<file path="src/hdl/fmc_pkg.sv">
// Package of constants and types for the clock-mode controller
package fmc_pkg;

  // Mode codes shared by request and status fields
  typedef enum logic [1:0] {
    MODE_SELF    = 2'b00,
    MODE_ENG_INT = 2'b01,
    MODE_BYP_EXT = 2'b10,
    MODE_ENG_EXT = 2'b11
  } fmc_mode_e;

  localparam logic [1:0] RESET_MODE       = 2'h0;
  localparam int         FACTOR_W         = 3;
  localparam int         CNT_W            = 8;
  localparam int         TRIM_W           = 8;
  localparam int         ERR_W            = 9;
  localparam int         AVG_SAMPLES      = 4;
  localparam logic [2:0] LOCK_SAMPLES     = 3'h3;
  localparam logic [2:0] STATUS_DELAY     = 3'h4;
  localparam logic [ERR_W-1:0] LOCK_WIN   = 9'h002;
  localparam logic [ERR_W-1:0] UNLOCK_WIN = 9'h004;

  // Clock monitor verdicts
  typedef struct packed {
    logic refOk;
    logic dcoOk;
  } fmc_mon_s;

  // Clock routing toward the analog section
  typedef struct packed {
    logic       dcoOn;
    logic       refGenOn;
    logic       useExtRef;
    logic [1:0] outSel;
  } fmc_route_s;

  localparam logic [1:0] OUT_DCO_R   = 2'h0;
  localparam logic [1:0] OUT_DCO_2R  = 2'h1;
  localparam logic [1:0] OUT_EXT_R   = 2'h2;
  localparam logic [1:0] OUT_OFF     = 2'h3;

endpackage : fmc_pkg

</file>
<file path="src/hdl/fmc_mode_ctrl.sv">
// Mode sequencing, lock detection and clock supervision of the FLL generator
//
// Summary of operation
// - Request 01 on write, or held with stable DCO, enters engaged-internal
// - Engaged-internal uses internal ref, locks factor
// - Enter unlocked when error exceeds unlock window
// - Lock after samples; filter update every tick, every four when locked
// - Three paths into bypassed-external mode
// - Bypass turns oscillator, ref generator off
// - Request 11 with valid, stable enters engaged-external
// - Engaged-external uses external ref, locks factor
// - Engaged-external outputs DCO/2R until first lock
// - Count DCO pulses, subtract factor for error
// - Unexpected excursion sets sticky lock-loss flag
// - Lock-loss flag cleared by ack, reset
// - Stop-off clears lock, keeps lock-loss flag
// - Debug cleared in stop sets flag on wake
// - Factor, mode, internal trim changes: expected loss
// - Monitored clock below threshold sets clock-loss
// - Clock-loss flag cleared by ack, reset
// - Clock loss in engaged-external or bypass forces self-clocked or bypass fallback
// - Clock loss causes lock loss; reset wins
// - Monitoring matrix for engaged and bypass modes
// - Reference valid forced high or low cases
// - Self-clocked monitors DCO only after stable
// - Status field follows selected mode after delay
`timescale 1ns/1ps

module fmc_mode_ctrl (
  input  wire logic                      clk,
  input  wire logic                      reset_n,
  input  wire logic                      modeWrite,
  input  wire logic [1:0]                modeWrData,
  input  wire logic [fmc_pkg::FACTOR_W-1:0] multiplyFactor,
  input  wire logic [fmc_pkg::TRIM_W-1:0] trimValue,
  input  wire logic                      refTypeStatus,
  input  wire logic                      clockMonitorDisable,
  input  wire logic                      lockLossResetEnable,
  input  wire logic                      clockLossResetEnable,
  input  wire logic                      debugEnableBit,
  input  wire logic                      oscInStopEnable,
  input  wire logic                      stopMode,
  input  wire logic                      postStopStartup,
  input  wire logic                      statusRead,
  input  wire logic                      irqFlagWrite,
  input  wire logic                      cmpTick,
  input  wire logic [fmc_pkg::CNT_W-1:0] dcoPulseCount,
  input  wire fmc_pkg::fmc_mon_s         monitorIn,
  output logic [1:0]                     requestedModeField,
  output logic [1:0]                     actualModeStatus,
  output logic                           lockIndicator,
  output logic                           lockLossFlag,
  output logic                           clockLossFlag,
  output logic                           oscStableFlag,
  output logic                           extRefValidFlag,
  output logic                           genIrqRequest,
  output logic                           chipResetRequest,
  output logic                           filterUpdate,
  output logic [fmc_pkg::ERR_W+1:0]      filterStep,
  output fmc_pkg::fmc_route_s            route
);

  ////////////////////////////////////////////////////////////////////////////
  // Input synchronisers for monitor verdicts
  fmc_pkg::fmc_mon_s monMeta_q;
  fmc_pkg::fmc_mon_s monSync_q;

  always_ff @(posedge clk)
  begin
    monMeta_q <= monitorIn;
    monSync_q <= monMeta_q;
  end

  ////////////////////////////////////////////////////////////////////////////
  // State registers
  typedef enum logic [1:0] {
    ST_RUN  = 2'b00,
    ST_OFF  = 2'b01,
    ST_WAKE = 2'b10
  } fmc_pwr_e;

  fmc_pwr_e                     pwr_q;
  fmc_pkg::fmc_mode_e           mode_q, mode_d;
  logic [1:0]                   req_q, req_d;
  logic [1:0]                   stat_q;
  logic [2:0]                   statDly_q;
  logic                         locked_q, everLocked_q;
  logic [2:0]                   lockCnt_q;
  logic [1:0]                   avgCnt_q;
  logic signed [fmc_pkg::ERR_W+1:0] errSum_q;
  logic [fmc_pkg::FACTOR_W-1:0] factor_q;
  logic [fmc_pkg::TRIM_W-1:0]   trim_q;
  logic                         dcoStable_q, dcoStableSeen_q;
  logic                         lol_q, loc_q, ackArmed_q;
  logic                         dbgLostInStop_q, offExtReq_q, dbgHeld_q;

  ////////////////////////////////////////////////////////////////////////////
  // Error and window decode
  wire logic signed [fmc_pkg::ERR_W-1:0] countErr =
    $signed({1'b0, dcoPulseCount}) - $signed({{(fmc_pkg::ERR_W-fmc_pkg::FACTOR_W){1'b0}},
    multiplyFactor});
  wire logic signed [fmc_pkg::ERR_W-1:0] lockWin   = $signed(fmc_pkg::LOCK_WIN);
  wire logic signed [fmc_pkg::ERR_W-1:0] unlockWin = $signed(fmc_pkg::UNLOCK_WIN);
  wire logic inLockWin   = (countErr <= lockWin) && (countErr >= -lockWin);
  wire logic inUnlockWin = (countErr <= unlockWin) && (countErr >= -unlockWin);

  wire logic engaged  = (mode_q == fmc_pkg::MODE_ENG_INT) || (mode_q == fmc_pkg::MODE_ENG_EXT);
  wire logic running  = (pwr_q == ST_RUN);
  wire logic keepRun  = debugEnableBit || oscInStopEnable;
  wire logic goOff    = running && stopMode && !keepRun;
  // Debug dropped while already stopped
  wire logic dbgDrop  = running && stopMode && !debugEnableBit && dbgHeld_q;

  // Expected losses of lock
  wire logic expLoss  = (multiplyFactor != factor_q) || (modeWrite && modeWrData != req_q) ||
                        ((mode_q == fmc_pkg::MODE_ENG_INT) && trimValue != trim_q);

  ////////////////////////////////////////////////////////////////////////////
  // Monitoring matrix
  wire logic refMonitored =
    !clockMonitorDisable &&
    (((mode_q == fmc_pkg::MODE_ENG_EXT) || req_q == 2'b11) ||
     (req_q == 2'b10 && refTypeStatus));
  wire logic dcoMonitored =
    !clockMonitorDisable && running && (mode_q != fmc_pkg::MODE_BYP_EXT) &&
    ((mode_q != fmc_pkg::MODE_SELF) || dcoStableSeen_q);
  wire logic refLost = running && refMonitored && !monSync_q.refOk;
  wire logic dcoLost = dcoMonitored && !monSync_q.dcoOk;
  wire logic clkLoss = refLost || dcoLost;

  wire logic extValid =
    (pwr_q != ST_RUN) ? (req_q == 2'b10 && refTypeStatus && postStopStartup &&
                         monSync_q.refOk) :
    (req_q[1] == 1'b0) ? 1'b0 :
    (req_q == 2'b10 && !refTypeStatus) ? 1'b1 :
    monSync_q.refOk;

  wire logic unexpLoss = running && engaged && locked_q && !expLoss &&
                         ((cmpTick && !inUnlockWin) || clkLoss);
  wire logic wakeLoss  = (pwr_q == ST_WAKE) && dbgLostInStop_q;
  wire logic ackClear  = ackArmed_q && irqFlagWrite;

  ////////////////////////////////////////////////////////////////////////////
  // Mode selection
  always_comb
  begin
    mode_d = mode_q;
    req_d  = modeWrite ? modeWrData : req_q;
    if (pwr_q == ST_WAKE)
    begin
      if (offExtReq_q && extValid)
        mode_d = fmc_pkg::MODE_BYP_EXT;
      else
        mode_d = fmc_pkg::MODE_SELF;
    end
    else if (running)
    begin
      unique case (mode_q)
        fmc_pkg::MODE_ENG_EXT:
          if (refLost)
          begin
            mode_d = fmc_pkg::MODE_SELF;
            req_d  = 2'b00;
          end
          else if (dcoLost)
          begin
            mode_d = fmc_pkg::MODE_BYP_EXT;
            req_d  = 2'b10;
          end
          else if (req_d != 2'b11)
            mode_d = (req_d == 2'b10 && extValid) ? fmc_pkg::MODE_BYP_EXT
                   : (req_d == 2'b01) ? fmc_pkg::MODE_ENG_INT : fmc_pkg::MODE_SELF;
        fmc_pkg::MODE_BYP_EXT:
          if (refLost)
          begin
            mode_d = fmc_pkg::MODE_SELF;
            req_d  = 2'b00;
          end
          else if (req_d != 2'b10)
            mode_d = (req_d == 2'b01) ? fmc_pkg::MODE_ENG_INT : fmc_pkg::MODE_SELF;
        default:
          if (req_d == 2'b01 && (modeWrite || dcoStable_q))
            mode_d = fmc_pkg::MODE_ENG_INT;
          else if (req_d == 2'b10 && extValid)
            mode_d = fmc_pkg::MODE_BYP_EXT;
          else if (req_d == 2'b11 && extValid && dcoStable_q)
            mode_d = fmc_pkg::MODE_ENG_EXT;
          else if (req_d == 2'b00)
            mode_d = fmc_pkg::MODE_SELF;
      endcase
    end
  end

  ////////////////////////////////////////////////////////////////////////////
  // Power state, mode and delayed status
  always_ff @(posedge clk)
  begin
    if (!reset_n)
    begin
      pwr_q           <= ST_RUN;
      mode_q          <= fmc_pkg::MODE_SELF;
      req_q           <= fmc_pkg::RESET_MODE;
      stat_q          <= fmc_pkg::RESET_MODE;
      statDly_q       <= 3'h0;
      dbgLostInStop_q <= 1'b0;
      offExtReq_q     <= 1'b0;
    end
    else
    begin
      req_q  <= req_d;
      mode_q <= goOff ? mode_q : mode_d;
      unique case (pwr_q)
        ST_RUN:
          if (goOff || dbgDrop)
          begin
            pwr_q           <= ST_OFF;
            dbgLostInStop_q <= dbgDrop;
            offExtReq_q     <= (req_q == 2'b10) && extValid;
          end
        ST_OFF:
          if (!stopMode)
            pwr_q <= ST_WAKE;
        ST_WAKE:
        begin
          pwr_q           <= ST_RUN;
          dbgLostInStop_q <= 1'b0;
        end
        default:
          pwr_q <= ST_RUN;
      endcase
      if (mode_d != fmc_pkg::fmc_mode_e'(stat_q))
      begin
        statDly_q <= statDly_q + 3'h1;
        if (statDly_q == fmc_pkg::STATUS_DELAY)
        begin
          stat_q    <= mode_d;
          statDly_q <= 3'h0;
        end
      end
      else
        statDly_q <= 3'h0;
    end
  end

  ////////////////////////////////////////////////////////////////////////////
  // Lock detector, averaging and DCO stability
  always_ff @(posedge clk)
  begin
    if (!reset_n)
    begin
      locked_q        <= 1'b0;
      everLocked_q    <= 1'b0;
      lockCnt_q       <= 3'h0;
      avgCnt_q        <= 2'h0;
      errSum_q        <= '0;
      factor_q        <= '0;
      trim_q          <= '0;
      dcoStable_q     <= 1'b0;
      dcoStableSeen_q <= 1'b0;
      filterUpdate    <= 1'b0;
      filterStep      <= '0;
    end
    else
    begin
      factor_q     <= multiplyFactor;
      trim_q       <= trimValue;
      filterUpdate <= 1'b0;
      if (pwr_q != ST_RUN)
        dcoStable_q <= 1'b0;
      else if (cmpTick)
        dcoStable_q <= inUnlockWin && monSync_q.dcoOk;
      if (mode_d == fmc_pkg::MODE_SELF && mode_q != fmc_pkg::MODE_SELF || pwr_q == ST_WAKE)
        dcoStableSeen_q <= 1'b0;
      else if (dcoStable_q)
        dcoStableSeen_q <= 1'b1;
      if (!engaged || goOff || expLoss || unexpLoss || mode_d != mode_q)
      begin
        locked_q  <= 1'b0;
        lockCnt_q <= 3'h0;
        avgCnt_q  <= 2'h0;
        errSum_q  <= '0;
        if (mode_d != fmc_pkg::MODE_ENG_EXT || mode_q != fmc_pkg::MODE_ENG_EXT || expLoss)
          everLocked_q <= 1'b0;
      end
      else if (cmpTick && !locked_q)
      begin
        filterUpdate <= 1'b1;
        filterStep   <= (fmc_pkg::ERR_W+2)'(countErr);
        lockCnt_q    <= inLockWin ? lockCnt_q + 3'h1 : 3'h0;
        if (inLockWin && lockCnt_q == fmc_pkg::LOCK_SAMPLES - 3'h1)
        begin
          locked_q     <= 1'b1;
          everLocked_q <= 1'b1;
        end
      end
      else if (cmpTick)
      begin
        errSum_q <= (avgCnt_q == 2'(fmc_pkg::AVG_SAMPLES - 1)) ? '0
                  : errSum_q + (fmc_pkg::ERR_W+2)'(countErr);
        avgCnt_q <= avgCnt_q + 2'h1;
        if (avgCnt_q == 2'(fmc_pkg::AVG_SAMPLES - 1))
        begin
          filterUpdate <= 1'b1;
          filterStep   <= (errSum_q + (fmc_pkg::ERR_W+2)'(countErr)) >>> 2;
        end
      end
    end
  end

  ////////////////////////////////////////////////////////////////////////////
  // Sticky flags and outputs
  always_ff @(posedge clk)
  begin
    if (!reset_n)
    begin
      lol_q      <= 1'b0;
      loc_q      <= 1'b0;
      ackArmed_q <= 1'b0;
      dbgHeld_q  <= 1'b0;
    end
    else
    begin
      dbgHeld_q <= stopMode && debugEnableBit;
      if (statusRead)
        ackArmed_q <= 1'b1;
      else if (irqFlagWrite)
        ackArmed_q <= 1'b0;
      if (unexpLoss || wakeLoss)
        lol_q <= 1'b1;
      else if (ackClear && !lockLossResetEnable)
        lol_q <= 1'b0;
      if (clkLoss)
        loc_q <= 1'b1;
      else if (ackClear && !clockLossResetEnable)
        loc_q <= 1'b0;
    end
  end

  wire logic resetReq = (lol_q && lockLossResetEnable) || (loc_q && clockLossResetEnable);
  wire logic irqReq   = !resetReq &&
                        ((lol_q && !lockLossResetEnable) || (loc_q && !clockLossResetEnable));

  fmc_pkg::fmc_route_s routeD;
  always_comb
  begin
    routeD = '{dcoOn: 1'b1, refGenOn: 1'b1, useExtRef: 1'b0, outSel: fmc_pkg::OUT_DCO_R};
    if (pwr_q != ST_RUN)
      routeD = '{dcoOn: keepRun, refGenOn: keepRun, useExtRef: 1'b0, outSel: fmc_pkg::OUT_OFF};
    else if (mode_q == fmc_pkg::MODE_BYP_EXT)
      routeD = '{dcoOn: 1'b0, refGenOn: 1'b0, useExtRef: 1'b1,
                 outSel: fmc_pkg::OUT_EXT_R};
    else if (mode_q == fmc_pkg::MODE_ENG_EXT)
      routeD = '{dcoOn: 1'b1, refGenOn: 1'b0, useExtRef: 1'b1,
                 outSel: everLocked_q ? fmc_pkg::OUT_DCO_R : fmc_pkg::OUT_DCO_2R};
  end

  always_ff @(posedge clk)
  begin
    if (!reset_n)
    begin
      requestedModeField <= fmc_pkg::RESET_MODE;
      actualModeStatus   <= fmc_pkg::RESET_MODE;
      lockIndicator      <= 1'b0;
      lockLossFlag       <= 1'b0;
      clockLossFlag      <= 1'b0;
      oscStableFlag      <= 1'b0;
      extRefValidFlag    <= 1'b0;
      genIrqRequest      <= 1'b0;
      chipResetRequest   <= 1'b0;
      route              <= '{dcoOn: 1'b1, refGenOn: 1'b1, useExtRef: 1'b0,
                              outSel: fmc_pkg::OUT_DCO_R};
    end
    else
    begin
      requestedModeField <= req_q;
      actualModeStatus   <= stat_q;
      lockIndicator      <= locked_q;
      lockLossFlag       <= lol_q;
      clockLossFlag      <= loc_q;
      oscStableFlag      <= dcoStable_q;
      extRefValidFlag    <= extValid;
      genIrqRequest      <= irqReq;
      chipResetRequest   <= resetReq;
      route              <= routeD;
    end
  end

endmodule : fmc_mode_ctrl

</file>
<file path="config.mk">
export PLATFORM = sky130hd
export DESIGN_NAME = fmc_mode_ctrl
export DESIGN_NICKNAME = d
export VERILOG_FILES = /design/src/hdl/fmc_pkg.sv /design/src/hdl/fmc_mode_ctrl.sv
export SDC_FILE = /design/constraint.sdc
export NUM_CORES = 1
export LEC_CHECK = 0
export ABC_AREA = 1
export BUFFER_PORTS_ARGS = -buffer_cell sky130_fd_sc_hd__buf_2
export CORE_ASPECT_RATIO = 0.5
export CORE_MARGIN = 10
export CORE_UTILIZATION = 40
export CTS_CLUSTER_DIAMETER = 100
export DETAILED_ROUTE_END_ITERATION = 8
export GPL_TIMING_DRIVEN = 1
export PLACE_DENSITY = 0.65
export SLEW_MARGIN = 0
export SYNTH_ARGS = -nofsm -noshare
export SYNTH_HDL_FRONTEND = slang
export SYNTH_SLANG_ARGS = --single-unit
</file>
<file path="constraint.sdc">
create_clock -name clk -period 3 [get_ports clk]
set_input_delay 0.3 -clock clk [delete_from_list [all_inputs] [get_ports clk]]
set_output_delay 0.3 -clock clk [all_outputs]
set_load 0.02 [all_outputs]
</file>
==> impl_results.md <==
- Clk sink count: 78
- Vias in the first global route: 3939
- Die Width: 168.1 µm
- Cts hold-fix bufs: 0
- Avg WL per Cell: 12.13 µm
- Crit path max fanout: 4
- Status: finished clean
- Post-synth net total: 712
- CTS tree: yes
- Max incr delay on CP: 360 ps
- Die Y: 94.03 µm
- Combinational family with the most area after synthesis: simple AND/OR/NAND/NOR gates
- Post-synthesis mux area share: 0%
- Layout Nets: 794
- Topmost layer with routed signal wires: met4
- RD Place Congestion: 0.8733
- CP top delay family: simple AND/OR/NAND/NOR gates
- Met3 Wirelength: 513 µm
- CTS Buffer Depth: 2
- Global Route Usage Sum: 14.03%
- Layout Skew: 7.819 ps
- Core box area: 10440 µm²
- GR Overflow Total: 0
- Synth Area in Adders: 4.623%
- Vias per inst: 4.666
- P per Cell Area: 460.0 nW/µm²
- Crit end category: flop
- Most common cell in the netlist: nand2_1
- Compound-Gate Fraction of Synth Area: 8.590%
- # diodes: 0
- WS Path Type: in -> reg
- Post-synthesis simple-gate area fraction: 35.47%
- Clk_lat worst skew: 340 ps
- Final ANT Viol Nets: 0
- Critical Path AT: 2960 ps
- Detail Placement HPWL: 8389 µm
- Final Cell Area: 5243 µm²
- CTS Buf Count: 9
- Cell area after placement: 4964 µm²
- First-pass detailed-route iteration total: 4
- Top area cells in the synthesized netlist: dfxtp_1, nand2_1, inv_1, nand3_1, nor2_1
- Asr flop ratio synth: 0%
- Post-Synthesis Cell Area: 4384 µm²
- Share of the synthesized area in the top cell type: 35.62%
- Rel. slew slack: 50.44%
- H-tree Lvls: 3
- Initial DRC Count: 181
- Most frequent cell on the critical path: nand2_1
- Worst setup SP type: primary input
- Commonest cells in the synthesized netlist: nand2_1, inv_1, dfxtp_1, nor2_1, nand3_1
- Post-synth EDFFs: 0
- First-pass GRT wire length: 18290 µm
- Synth Area in XOR/XNOR: 3.995%
- Largest net degree at the start of global routing: 34
- Area leader, netlist: dfxtp_1
- Initial antenna violation count: 0
- Die area: 15800 µm²
- Initial Util: 41.98%
- Routed length on met2: 5176 µm
- Fraction of final layout cells sized beyond drive strength 1: 19.30%
- CTS root buf: clkbuf_16
- Total Wirelength: 10750 µm
- Setup_tns: 0 ps
- Post-Syn Instances: 660
- Max_cap viols: 0
- Sequential-to-total area share from yosys stat: 35.62%
- Setup violators final: 0
- Worst-path clk slew: 60 ps
- Via count: 4134
- F_max: 367.0 MHz
- Leakage power: 2.732 nW
- WL met1: 4933 µm
- Yosys reg bits: 78
- FF+latch area: 1562 µm²
- Worst hold path class: in -> reg
- I/O Buffers: 64
- Fill cells: 1096
- Least-Margin Pin Slew: 740.7 ps
- Synth-to-layout area growth: 19.58%
- Synth unique cells: 37
- Post-route DRC: 0
- Row count: 26
- Final max-slew violation count: 0
- Max VDD drop: 0.2269 mV
- Max stage delay cell, worst path: fa_1
- Critical Path, Cell by Cell: buf_2 -> inv_1 -> ha_1 -> inv_1 -> fa_1 -> or2_2 -> nand2_1 -> inv_1 -> ha_4 -> nand2_1 -> o21ai_1 -> nand2_1 -> nand3_1 -> nand2_1 -> nor2_1 -> nand2_1 -> nand2_1 -> nand2_1 -> nand2_1 -> nand3b_1 -> nand3_1 -> nand2_1 -> nor2_1 -> nor2_1
- CP bufs+invs: 4
- Ys flop type: dfxtp_1
- Fin crit share: 90.83%
- Final Hold Viols: 0
- Worst Path Required: 3240 ps
- Area of the multi-input gates: 2322 µm²
- Syn avg cell area: 6.643 µm²
- Warnings from Yosys: 0
- IO Pins: 65
- Final Critical Period: 2725 ps
[flip-flops by register name (all words and copies together), names as in the netlist, 3 cells and up]
| name | cells |
|---|---|
| errSum_q | 11 |
| factor_q | 3 |
| filterStep | 9 |
| lockCnt_q | 3 |
| route | 5 |
| statDly_q | 3 |
| trim_q | 8 |
[area by class of cell]
type / count / area share, %
Clock buffer: 11 / 4.630
Clock inverter: 4 / 0.4535
Inverter: 119 / 8.520
Multi-Input combinational cell: 450 / 44.30
Sequential cell: 78 / 29.79
Tap cell: 140 / 3.341
Timing Repair Buffer: 84 / 8.974
[cells in the final DEF, fill, tap and decap left out, drive strengths merged, types with 2 or more instances in the layout]
| cell | n |
|---|---|
| xnor2 | 14 |
| clkinv | 4 |
| nand4 | 6 |
| nor4 | 2 |
| nand2 | 194 |
| o21ai | 23 |
| xor2 | 6 |
| fa | 2 |
| nor3 | 5 |
| nand3 | 55 |
| buf | 84 |
| clkbuf | 11 |
| nor2 | 80 |
| a31oi | 4 |
| dfxtp | 78 |
| inv | 119 |
| a21oi | 33 |
| ha | 13 |
| a22oi | 3 |
| nand3b | 2 |
| or2 | 3 |
[routing by layer]
layer	track usage, %	vias to the layer above
li1	-	2209
met2	24.74	62
met3	3.801	9
met5	0	-
met4	4.323	0
met1	16.39	1854
[per-stage QoR]
step / utilization [%] / cells / setup WS [ps] / hold WS [ps] / power, W
final: 50.20 / 886 / 275.1 / 61.51 / 0.002411
after global routing: 50.20 / 886 / -14.48 / 47.32 / 0.002539
after CTS: 50.08 / 886 / 205.4 / 49.56 / 0.002438
after detailed placement: 47.53 / 871 / -154.1 / 312.1 / 0.001440
after global placement: 47.53 / 871 / -66.55 / 314.6 / 0.001434
after floorplan: - / 660 / 86.77 / 309.6 / 0.001329
[cells by family after synthesis]
family / count (synthesis)
adder cells (fa/ha/maj): 15
flip-flops: 78
XOR/XNOR: 20
AO/OA/AOI/OAI: 67
AND/OR/NAND/NOR: 348
buffers and inverters: 132
[final timing paths]
kind / to / start / slack, ps / cells past startpoint
worst max-delay path: filterStep[7] / dcoPulseCount[0] / 280 / 24
worst min-delay path: monMeta_q[1] / monitorIn[1] / 60 / 1
worst max register to register: filterStep[9] / mode_q[0] / 620 / 17
worst min register to register: monSync_q[0] / monMeta_q[0] / 320 / 0
[report_power, final]
| part | internal [W] | leakage (nW) | switching (W) |
|---|---|---|---|
| Combinational | 0.000128 | 1.96 | 0.000211 |
| Sequential | 0.00106 | 0.635 | 0.0000174 |
| Clock | 0.000575 | 0.135 | 0.000416 |
[repair_timing]
item / 4_1_cts / 5_1_grt
buffers inserted: 0 / 0
endpoints found under the setup margin: 0 / 3
resized for setup: 0 / 3
Note: power is estimated with default switching activity, not from simulation.
